File: src/include/rstc_pkg.sv
`default_nettype none
package rstc_pkg;
  // Register byte offsets on the plain register port
  localparam logic [3:0] CTRL_OFS = 4'h0;
  localparam logic [3:0] STAT_OFS = 4'h4;
  localparam logic [3:0] CFGW_OFS = 4'h8;
  localparam logic [3:0] CFGS_OFS = 4'hC;
  // Control register fields
  localparam int CTRL_SW_HARD_BIT = 0;
  localparam int CTRL_SW_SOFT_BIT = 1;
  localparam int CTRL_WDOG_EN_BIT = 2;
  localparam logic CTRL_WDOG_EN_RST = 1'b1;
  // Status register cause bits
  localparam int CAUSE_W = 9;
  localparam int ST_POR = 0;
  localparam int ST_EXT_HARD = 1;
  localparam int ST_EXT_SOFT = 2;
  localparam int ST_TAP_HOST = 3;
  localparam int ST_WDOG = 4;
  localparam int ST_SERIAL = 5;
  localparam int ST_SW_HARD = 6;
  localparam int ST_SW_SOFT = 7;
  localparam int ST_JTAG_BND = 8;
  localparam logic [CAUSE_W-1:0] STAT_RST = 9'h000;
  // Configuration word and source widths and reset values
  localparam int CFGW_W = 17;
  localparam int CFGS_W = 3;
  localparam logic [CFGW_W-1:0] CFGW_RST = 17'h00000;
  localparam logic [CFGS_W-1:0] CFGS_RST = 3'h0;
  // Timing counts in reference clock cycles
  localparam int CNT_W = 8;
  localparam logic [CNT_W-1:0] HARD_HOLD_CYC = 8'h40;
  localparam logic [CNT_W-1:0] SOFT_HOLD_CYC = 8'h20;
  localparam logic [CNT_W-1:0] SOFT_AFTER_HARD_CYC = 8'h10;
  // Sequencer states
  typedef enum logic [2:0] {
    ST_IDLE = 3'b000,
    ST_PWR = 3'b001,
    ST_HARD = 3'b010,
    ST_TAIL = 3'b011,
    ST_SOFT = 3'b100
  } rstc_state_t;
endpackage : rstc_pkg
`default_nettype wire

File: src/hw/rstc_ctrl.sv
// Implementation choices: strobed register access and the placing of the registers.
`default_nettype none
module rstc_ctrl (
  input wire logic i_core_clk,
  input wire logic i_rst_b,
  input wire logic i_power_on_reset_n,
  input wire logic i_hard_reset_n,
  input wire logic i_soft_reset_n,
  input wire logic i_tap_host_reset,
  input wire logic i_jtag_bnd_active,
  input wire logic i_jtag_bnd_drive_soft,
  input wire logic i_wdog_expire,
  input wire logic i_serial_hard_req,
  input wire logic [16:0] i_cfg_pins,
  input wire logic [2:0] i_cfg_src_pins,
  input wire logic [3:0] i_addr,
  input wire logic [31:0] i_wdata,
  input wire logic i_wr,
  input wire logic i_rd,
  output logic [31:0] o_rdata,
  output logic o_hard_reset_n_o,
  output logic o_hard_reset_n_oe,
  output logic o_soft_reset_n_o,
  output logic o_soft_reset_n_oe,
  output logic o_pll_reset,
  output logic o_cfg_sample,
  output logic o_core_reset,
  output logic o_periph_reset,
  output logic o_subsys_full_reset,
  output logic o_subsys_part_reset,
  output logic o_wdog_event,
  output logic [16:0] o_cfg_word,
  output logic [2:0] o_cfg_src
);
  rstc_pkg::rstc_state_t state_q, state_d;
  logic [2:0] sync1_q, sync2_q;
  logic soft_prev_q;
  logic [rstc_pkg::CNT_W-1:0] cnt_q, cnt_d;
  logic soft_drv_q, soft_drv_d;
  logic wdog_en_q;
  logic [rstc_pkg::CAUSE_W-1:0] stat_q, cause_w;
  logic por_w, ext_hard_w, soft_fell_w, sw_hard_w, sw_soft_w;
  logic hard_req_w, soft_req_w, ctrl_wr_w;

  // Two-flop synchronisers for power-on, hard and soft pins
  always_ff @(posedge i_core_clk)
  begin
    if (!i_rst_b)
    begin
      sync1_q <= 3'h7;
      sync2_q <= 3'h7;
      soft_prev_q <= 1'b1;
    end
    else
    begin
      sync1_q <= {i_soft_reset_n, i_hard_reset_n, i_power_on_reset_n};
      sync2_q <= sync1_q;
      soft_prev_q <= sync2_q[2];
    end
  end

  // Source decode; external soft is taken on its falling edge only
  assign por_w = !sync2_q[0];
  assign ext_hard_w = !sync2_q[1];
  assign soft_fell_w = soft_prev_q && !sync2_q[2];
  assign ctrl_wr_w = i_wr && (i_addr == rstc_pkg::CTRL_OFS);
  assign sw_hard_w = ctrl_wr_w && i_wdata[rstc_pkg::CTRL_SW_HARD_BIT];
  assign sw_soft_w = ctrl_wr_w && i_wdata[rstc_pkg::CTRL_SW_SOFT_BIT];
  always_comb
  begin
    cause_w = '0;
    cause_w[rstc_pkg::ST_POR] = por_w;
    cause_w[rstc_pkg::ST_EXT_HARD] = ext_hard_w;
    cause_w[rstc_pkg::ST_WDOG] = i_wdog_expire && wdog_en_q;
    cause_w[rstc_pkg::ST_SERIAL] = i_serial_hard_req;
    cause_w[rstc_pkg::ST_SW_HARD] = sw_hard_w;
    cause_w[rstc_pkg::ST_EXT_SOFT] = soft_fell_w;
    cause_w[rstc_pkg::ST_TAP_HOST] = i_tap_host_reset;
    cause_w[rstc_pkg::ST_SW_SOFT] = sw_soft_w;
    cause_w[rstc_pkg::ST_JTAG_BND] = i_jtag_bnd_active;
  end
  assign hard_req_w = |cause_w[rstc_pkg::ST_SW_HARD:rstc_pkg::ST_WDOG]
    || ext_hard_w;
  assign soft_req_w = cause_w[rstc_pkg::ST_EXT_SOFT]
    || cause_w[rstc_pkg::ST_TAP_HOST] || cause_w[rstc_pkg::ST_SW_SOFT]
    || cause_w[rstc_pkg::ST_JTAG_BND];

  // Sequencer: power-on over hard over soft
  always_comb
  begin
    state_d = state_q;
    cnt_d = (cnt_q == '0) ? cnt_q : cnt_q - 1'b1;
    soft_drv_d = soft_drv_q;
    if (por_w)
    begin
      state_d = rstc_pkg::ST_PWR;
      cnt_d = rstc_pkg::HARD_HOLD_CYC;
    end
    else
    begin
      case (state_q)
        rstc_pkg::ST_IDLE:
        begin
          if (hard_req_w)
          begin
            state_d = rstc_pkg::ST_HARD;
            cnt_d = rstc_pkg::HARD_HOLD_CYC;
          end
          else if (soft_req_w)
          begin
            state_d = rstc_pkg::ST_SOFT;
            cnt_d = rstc_pkg::SOFT_HOLD_CYC;
            soft_drv_d = !i_jtag_bnd_active || i_jtag_bnd_drive_soft;
          end
        end
        rstc_pkg::ST_PWR:
        begin
          state_d = rstc_pkg::ST_HARD;
          cnt_d = rstc_pkg::HARD_HOLD_CYC;
        end
        rstc_pkg::ST_HARD:
        begin
          if (cnt_q == '0)
          begin
            state_d = rstc_pkg::ST_TAIL;
            cnt_d = rstc_pkg::SOFT_AFTER_HARD_CYC - 1'b1;
          end
        end
        rstc_pkg::ST_TAIL:
        begin
          if (cnt_q == '0)
            state_d = rstc_pkg::ST_IDLE;
        end
        rstc_pkg::ST_SOFT:
        begin
          if (hard_req_w)
          begin
            state_d = rstc_pkg::ST_HARD;
            cnt_d = rstc_pkg::HARD_HOLD_CYC;
          end
          else if (i_jtag_bnd_active)
            cnt_d = rstc_pkg::SOFT_HOLD_CYC;
          else if (cnt_q == '0)
            state_d = rstc_pkg::ST_IDLE;
        end
        default:
          state_d = rstc_pkg::ST_IDLE;
      endcase
    end
  end

  // State, counter and soft drive selection
  always_ff @(posedge i_core_clk)
  begin
    if (!i_rst_b)
    begin
      state_q <= rstc_pkg::ST_IDLE;
      cnt_q <= '0;
      soft_drv_q <= 1'b0;
    end
    else
    begin
      state_q <= state_d;
      cnt_q <= cnt_d;
      soft_drv_q <= soft_drv_d;
    end
  end

  // Reset actions registered from the current state
  always_ff @(posedge i_core_clk)
  begin
    if (!i_rst_b)
    begin
      o_hard_reset_n_o <= 1'b0;
      o_hard_reset_n_oe <= 1'b0;
      o_soft_reset_n_o <= 1'b0;
      o_soft_reset_n_oe <= 1'b0;
      o_pll_reset <= 1'b0;
      o_cfg_sample <= 1'b0;
      o_core_reset <= 1'b0;
      o_periph_reset <= 1'b0;
      o_subsys_full_reset <= 1'b0;
      o_subsys_part_reset <= 1'b0;
    end
    else
    begin
      o_hard_reset_n_o <= 1'b0;
      o_soft_reset_n_o <= 1'b0;
      o_hard_reset_n_oe <= (state_q == rstc_pkg::ST_PWR)
        || (state_q == rstc_pkg::ST_HARD);
      o_soft_reset_n_oe <= (state_q == rstc_pkg::ST_PWR)
        || (state_q == rstc_pkg::ST_HARD) || (state_q == rstc_pkg::ST_TAIL)
        || (state_q == rstc_pkg::ST_SOFT && soft_drv_q);
      o_pll_reset <= (state_q == rstc_pkg::ST_PWR);
      o_cfg_sample <= (state_q == rstc_pkg::ST_PWR);
      o_core_reset <= (state_q != rstc_pkg::ST_IDLE);
      o_periph_reset <= (state_q != rstc_pkg::ST_IDLE);
      o_subsys_full_reset <= (state_q == rstc_pkg::ST_PWR)
        || (state_q == rstc_pkg::ST_HARD)
        || (state_q == rstc_pkg::ST_TAIL);
      o_subsys_part_reset <= (state_q == rstc_pkg::ST_SOFT);
    end
  end

  // Configuration word and source taken only during power-on
  always_ff @(posedge i_core_clk)
  begin
    if (!i_rst_b)
    begin
      o_cfg_word <= rstc_pkg::CFGW_RST;
      o_cfg_src <= rstc_pkg::CFGS_RST;
    end
    else if (state_q == rstc_pkg::ST_PWR)
    begin
      o_cfg_word <= i_cfg_pins;
      o_cfg_src <= i_cfg_src_pins;
    end
  end

  // Cause capture on every sequence start; write one clears, set wins
  always_ff @(posedge i_core_clk)
  begin
    if (!i_rst_b)
      stat_q <= rstc_pkg::STAT_RST;
    else if (state_d != rstc_pkg::ST_IDLE && (state_q == rstc_pkg::ST_IDLE
      || (state_d == rstc_pkg::ST_PWR && state_q != rstc_pkg::ST_PWR)
      || (state_q == rstc_pkg::ST_SOFT && state_d == rstc_pkg::ST_HARD)))
      stat_q <= cause_w;
    else if (i_wr && i_addr == rstc_pkg::STAT_OFS)
      stat_q <= stat_q & ~i_wdata[rstc_pkg::CAUSE_W-1:0];
  end

  // Watchdog enable bit and watchdog event pulse
  always_ff @(posedge i_core_clk)
  begin
    if (!i_rst_b)
    begin
      wdog_en_q <= rstc_pkg::CTRL_WDOG_EN_RST;
      o_wdog_event <= 1'b0;
    end
    else
    begin
      if (ctrl_wr_w)
        wdog_en_q <= i_wdata[rstc_pkg::CTRL_WDOG_EN_BIT];
      o_wdog_event <= i_wdog_expire && wdog_en_q;
    end
  end

  // Read data, valid in the cycle after the read strobe
  always_ff @(posedge i_core_clk)
  begin
    if (!i_rst_b)
      o_rdata <= '0;
    else if (i_rd)
    begin
      case (i_addr)
        rstc_pkg::CTRL_OFS:
          o_rdata <= {29'h0, wdog_en_q, 2'h0};
        rstc_pkg::STAT_OFS:
          o_rdata <= {23'h0, stat_q};
        rstc_pkg::CFGW_OFS:
          o_rdata <= {15'h0, o_cfg_word};
        rstc_pkg::CFGS_OFS:
          o_rdata <= {29'h0, o_cfg_src};
        default:
          o_rdata <= '0;
      endcase
    end
    else
      o_rdata <= '0;
  end
endmodule : rstc_ctrl
`default_nettype wire

File: config.mk
export PLATFORM = sky130hd
export DESIGN_NAME = rstc_ctrl
export DESIGN_NICKNAME = d
export VERILOG_FILES = /design/src/include/rstc_pkg.sv /design/src/hw/rstc_ctrl.sv
export SDC_FILE = /design/constraint.sdc
export NUM_CORES = 1
export LEC_CHECK = 0
export ABC_AREA = 1
export BUFFER_PORTS_ARGS = -buffer_cell sky130_fd_sc_hd__buf_4
export CAP_MARGIN = 20
export CORE_ASPECT_RATIO = 0.5
export CORE_UTILIZATION = 35
export DETAILED_ROUTE_END_ITERATION = 16
export SYNTH_ARGS = -nofsm -noshare
export SYNTH_HDL_FRONTEND = slang
export SYNTH_SLANG_ARGS = --single-unit
export TNS_END_PERCENT = 50
File: constraint.sdc
create_clock -name i_core_clk -period 1.75 [get_ports i_core_clk]
set_input_delay 0.175 -clock i_core_clk [delete_from_list [all_inputs] [get_ports i_core_clk]]
set_output_delay 0.175 -clock i_core_clk [all_outputs]
set_load 0.05 [all_outputs]
; Yosys cells after proc, flatten, opt, wreduce, memory -nomap -nowiden
; Cells that the tools add are included.
[classes]
addsub = 1
n_reduce_logical = 34
n_bitwise = 3
n_mux = 19
eq_ne = 10
[ops]
columns = cell, count
row1 = $pmux W17 S4, 1
row2 = $mux W8, 6
row3 = $pmux W8 S4, 1
row4 = $mux W3, 7
row5 = $mux W9, 2
row6 = $pmux W3 S5, 1
row7 = $logic_and A1 B1 Y1, 10
row8 = $logic_or A1 B1 Y1, 10
row9 = $and A9 B9 Y9, 1
row10 = $eq A3 B2 Y1 const B, 3
row11 = $not A9 Y9, 1
row12 = $eq A4 B4 Y1 const B, 2
row13 = $logic_not A8 Y1, 1
row14 = $sub A8 B1 Y8 const B, 1
row15 = $mux W7, 1
row16 = $eq A3 B1 Y1 const B, 2
row17 = $reduce_bool A3 Y1, 2
row18 = $eq A4 B3 Y1 const B, 1
row19 = $logic_not A1 Y1, 4
row20 = $logic_not A4 Y1, 1
row21 = $reduce_and A2 Y1, 2
row22 = $reduce_and A4 Y1, 1
row23 = $eq A3 B3 Y1 const B, 1
row24 = $logic_not A3 Y1, 1
row25 = 4 further kinds, 4
[totals]
out_inout_bits = 63
register_bits = 88
inputBits = 68

; Longest topological paths before layout
[depth]
depth_word = 15
depth_mapped = 14
ltp_nobuf = 14

; Worst setup path before layout
; No wires, ideal clock.
[synth_path]
path_type = register to register
start = register cnt_q[0] in the netlist's numbering
end = register stat_q[7] in the netlist's numbering
t_required_ns = 1.637
arrival_ns = 1.654
slack_ns = -0.017
stages_incl_launch_ff = 13
path_buffers = 1
cell_sequence = dfxtp_1 > inv_1 > ha_1 > nand3_2 > nor2_1 > nor2_2 > nor3_4 > nand3_4 > nand2_8 > buf_12 > nand2_2 > nand2_2 > a21oi_2
[synth_via]
elab_chain_cells = 12
elab_cells_between_ends = 17
[synth_lines]
columns = item, line_no
row1 = start: declaration, rstc_ctrl.sv:38  ; logic [rstc_pkg::CNT_W-1:0] cnt_q, cnt_d;
row2 = start signal: assignment, rstc_ctrl.sv:164  ; cnt_q <= cnt_d;
row3 = $logic_not A8 Y1 *, "rstc_ctrl.sv:123, rstc_ctrl.sv:131, rstc_ctrl.sv:143"
row4 = $mux W3, "rstc_ctrl.sv:131, rstc_ctrl.sv:143"
row5 = $mux W3, rstc_ctrl.sv:141  ; else if (i_jtag_bnd_active)
row6 = $mux W3, rstc_ctrl.sv:136  ; if (hard_req_w)
row7 = $pmux W3 S5 *, rstc_ctrl.sv:101  ; case (state_q)
row8 = $mux W3 *, rstc_ctrl.sv:94  ; if (por_w)
row9 = $eq A3 B1 Y1, rstc_ctrl.sv:226  ; || (state_d == rstc_pkg::ST_PWR && state_q != rstc_pkg::ST_PWR)
row10 = $logic_and A1 B1 Y1, rstc_ctrl.sv:226
row11 = $logic_or A1 B1 Y1, rstc_ctrl.sv:226
row12 = $logic_or A1 B1 Y1, rstc_ctrl.sv:227  ; || (state_q == rstc_pkg::ST_SOFT && state_d == rstc_pkg::ST_HARD)))
row13 = $logic_and A1 B1 Y1 *, rstc_ctrl.sv:225  ; else if (state_d != rstc_pkg::ST_IDLE && (state_q == rstc_pkg::ST_IDLE
row14 = $mux W9 / $reduce_bool A2 Y1 (equally long branches), n/a
row15 = end signal: assignment, rstc_ctrl.sv:224  ; stat_q <= rstc_pkg::STAT_RST;
row16 = end signal: assignment, rstc_ctrl.sv:228  ; stat_q <= cause_w;
row17 = end signal: assignment, rstc_ctrl.sv:230  ; stat_q <= stat_q & ~i_wdata[rstc_pkg::CAUSE_W-1:0];
row18 = end: declaration, rstc_ctrl.sv:41  ; logic [rstc_pkg::CAUSE_W-1:0] stat_q, cause_w;
; Mark *: on every way between the ends. The rest lies on a longest branch, timed or not.
; A chain may end at the register's enable or synchronous reset.

; Worst setup path after layout
[layout_path]
start = register cnt_q[1] in the netlist's numbering
end = register stat_q[0] in the netlist's numbering
; Same word-level chain as after synthesis.

==> results.json <==
{
  "synthTopCellsByCount": "73 x dfxtp_1, 60 x nor2_1, 58 x inv_1",
  "dieArea_sq_um": 10100,
  "die_w_um": 141,
  "grt_usage_pct": 17.3,
  "gp_congestion": 0.838,
  "synth_compound_area_share_pct": 12.2,
  "hold_viol_final": 0,
  "yosysUniqueCellTypes": 39,
  "worstHoldStart": "i_hard_reset_n",
  "ioPinCount": 131,
  "grt_max_degree": 37,
  "cp-start-kind": "register",
  "synth_top_family_by_area": "simple AND/OR/NAND/NOR gates",
  "relSlewSlack_pct": 52.5,
  "cp.required_ns": 2.01,
  "ys_ff_latch": 73,
  "leakagePower_nw": 2.19,
  "drt_pass1_iterations": 4,
  "avgRoutedWirePerCell_um": 12.0,
  "rsz0062_at_grt": "true",
  "die_height_um": 71.5,
  "synth_top_cell_area_share_pct": 43.2,
  "fin_util_pct": 51.7,
  "cts_max_path_buffers": 2,
  "yosys.area_share.simple_pct": 29.0,
  "antenna_found_initial": 0,
  "post_drt_via_cell_ratio": 4.41,
  "tightest_slew_ns": 0.712,
  "path_max_fanout": 5,
  "dpl.hpwl_um": 6090,
  "yosys.area.top_type": "dfxtp_1",
  "clk_pin_slew_ns": 0.06,
  "vdd_drop_max_v": 0.000705,
  "synthMostInstantiatedCell": "dfxtp_1",
  "avgSynthCellArea_sq_um": 7.79,
  "synth_adder_area_share_pct": 0.740,
  "power.density_nw_per_um2": 1290,
  "ctsHtreeMaxLevel": 3,
  "fin_nets": 623,
  "holdPathStages": 2,
  "crit_type": "reg -> reg",
  "synth_edf_count": 0,
  "final_area_sq_um": 4670,
  "ff2ff_setup_slack_ns": -0.02,
  "yosys-top-cells-area": "dfxtp_1 43%, nor2_1 6.7%, inv_1 6.4%, nand2_1 5.4%, o21ai_0 4.7%",
  "cp-end-kind": "register",
  "min_to": "sync1_q[1]",
  "rows": 24,
  "status": "finished with violations",
  "drive_above_1_share_pct": 37.1,
  "portBuffers": 90,
  "arrival_ns": 2.03,
  "grt_pass1_wl_um": 13400,
  "core_area_sq_um": 9040,
  "ff2ff_path_depth": 13,
  "setup_viol": 3,
  "finalSetupTns_ns": -0.0296,
  "holdBufCountCts": 0,
  "rr_startpoint": "cnt_q[1]",
  "fin_crit_sh_pct": 101,
  "clockRootBuffer": "clkbuf_16",
  "cts_inserted_buffers": 9,
  "cts_tree": "done",
  "remaining_drc_errors": 0,
  "clkSinkCount": 73,
  "hp-class": "in -> reg",
  "synthXorXnorAreaFrac_pct": 0.518,
  "placed_cell_area_sq_um": 4260,
  "insertedDiodeCount": 0,
  "clock_latency_ns": 0.33,
  "wirelength_um": 8280,
  "violations": "setup timing",
  "ys.flop_type": "dfxtp_1",
  "fin_crit_ns": 1.77,
  "grt_pass1_vias": 2770,
  "ant_nets": 0,
  "fmax_mhz": 564,
  "fin_ws_ns": -0.0236,
  "r2r-end": "stat_q[0]",
  "postSynthCellCount": 434,
  "finalClockSkew_ns": 0.00645,
  "start_util_pct": 37.4,
  "vias": 3032,
  "area_growth_pct": 38.1,
  "netlist_area_sq_um": 3380,
  "ys_seq_area_share_pct": 43.2,
  "drv_cap": 0,
  "overflow": 0,
  "synthMuxAreaShare_pct": 0,
  "drv_slew": 0,
  "async_flop_share_pct": 0,
  "drtIter0Drc": 145,
  "ys_warn_count": 0
}
area by class of cell:
class                   instances  area [sq um]
multi-input cells             282          1570
clock inverters                 7          77.6
repair buffers                120           908
inverters                      67           260
flip-flops and latches         73          1460
clock buffers                   9           225
fillers                       926          4370
well taps                     130           163
report_power, final:
part	leakage, nW	switching [mW]	total (mW)	internal [mW]
clock network	0.146	0.731	1.85	1.11
registers	0.597	0.116	1.98	1.86
logic	1.44	1.37	2.19	0.811
total	2.19	2.22	6.01	3.79
worst max-delay path: stages (launching register included):
cell and delay (ns):
dfxtp_1 0.31, inv_2 0.07, ha_4 0.15, nand3_4 0.09, inv_4 0.08, nand2_4 0.07
o21ai_2 0.11, nand2_1 0.07, nand2_2 0.10, nand3_4 0.18, buf_6 0.18, nand3_1 0.10
nand2_1 0.07, a21oi_2 0.11
placed cells by master (no fill, tap or decap), types with 8 or more instances in the layout:
cell / Yosys / layout
buf_4: 21 / 118
dfxtp_1: 73 / 71
nor2_1: 60 / 59
inv_1: 58 / 56
nand2_1: 49 / 49
o21ai_0: 32 / 31
a21oi_1: 19 / 19
conb_1: 1 / 17
nand3_1: 18 / 16
nand3_2: 11 / 12
nand2_2: 10 / 10
nor3_1: 10 / 10
o22ai_1: 9 / 9
clkbuf_16: 0 / 9
or2_2: 8 / 8
flip-flops by register name, indices dropped and copies added, names as in the netlist, 3 cells and up:
register,cells
sync2_q,3
o_cfg_src,3
o_rdata,17
sync1_q,3
o_cfg_word,17
stat_q,9
state_q,3
cnt_q,8
through the flow:
step | total power, mW | instances | setup slack [ns] | hold WS, ns
6_report | 6.01 | 688 | -0.0236 | 0.0271
5_1_grt | 6.39 | 688 | -0.125 | 0.0181
4_1_cts | 6.02 | 686 | 0.00133 | 0.0170
3_5_place_dp | 4.05 | 666 | -0.0994 | 0.366
3_3_place_gp | 4.03 | 666 | -0.0561 | 0.365
2_1_floorplan | 3.52 | 450 | 0.0122 | 0.276
metal layers:
| metal | track usage, % | share of wire (%) | up-vias | routed length, um |
|---|---|---|---|---|
| li1 | - | - | 1590 | - |
| met1 | 21.6 | 46 | 1348 | 3830 |
| met2 | 28.5 | 46 | 87 | 3850 |
| met3 | 6.08 | 6.4 | 7 | 528 |
| met4 | 4.71 | 0.98 | 0 | 81 |
| met5 | 0 | 0 | - | 0 |
cells by family after synthesis:
group                    after synthesis
other                                  1
XOR/XNOR                               2
flip-flops                            73
AO/OA/AOI/OAI                         73
adder cells (fa/ha/maj)                2
buffers and inverters                 97
AND/OR/NAND/NOR                      186
how the worst max path moves through the flow:
| stage | startpoint | to | slack [ns] | depth (start not counted) |
|---|---|---|---|---|
| 2_1_floorplan | cnt_q[0] | stat_q[7] | 0.01 | 14 |
| 3_3_place_gp | cnt_q[0] | stat_q[8] | -0.06 | 14 |
| 3_5_place_dp | cnt_q[0] | stat_q[5] | -0.1 | 13 |
| 4_1_cts | cnt_q[0] | stat_q[0] | 0.001 | 13 |
| 5_1_grt | cnt_q[0] | stat_q[5] | -0.13 | 14 |
| 6_report | cnt_q[1] | stat_q[0] | -0.02 | 13 |
what timing repair did:
action / 4_1_cts / 5_1_grt
cloned: 2 / 0
setup buffers: 2 / 2
setup endpoints to repair: 9 / 9
pin swaps: 8 / 3
gates resized for setup: 10 / 6
No activity file was read; power rests on OpenSTA's default activity.
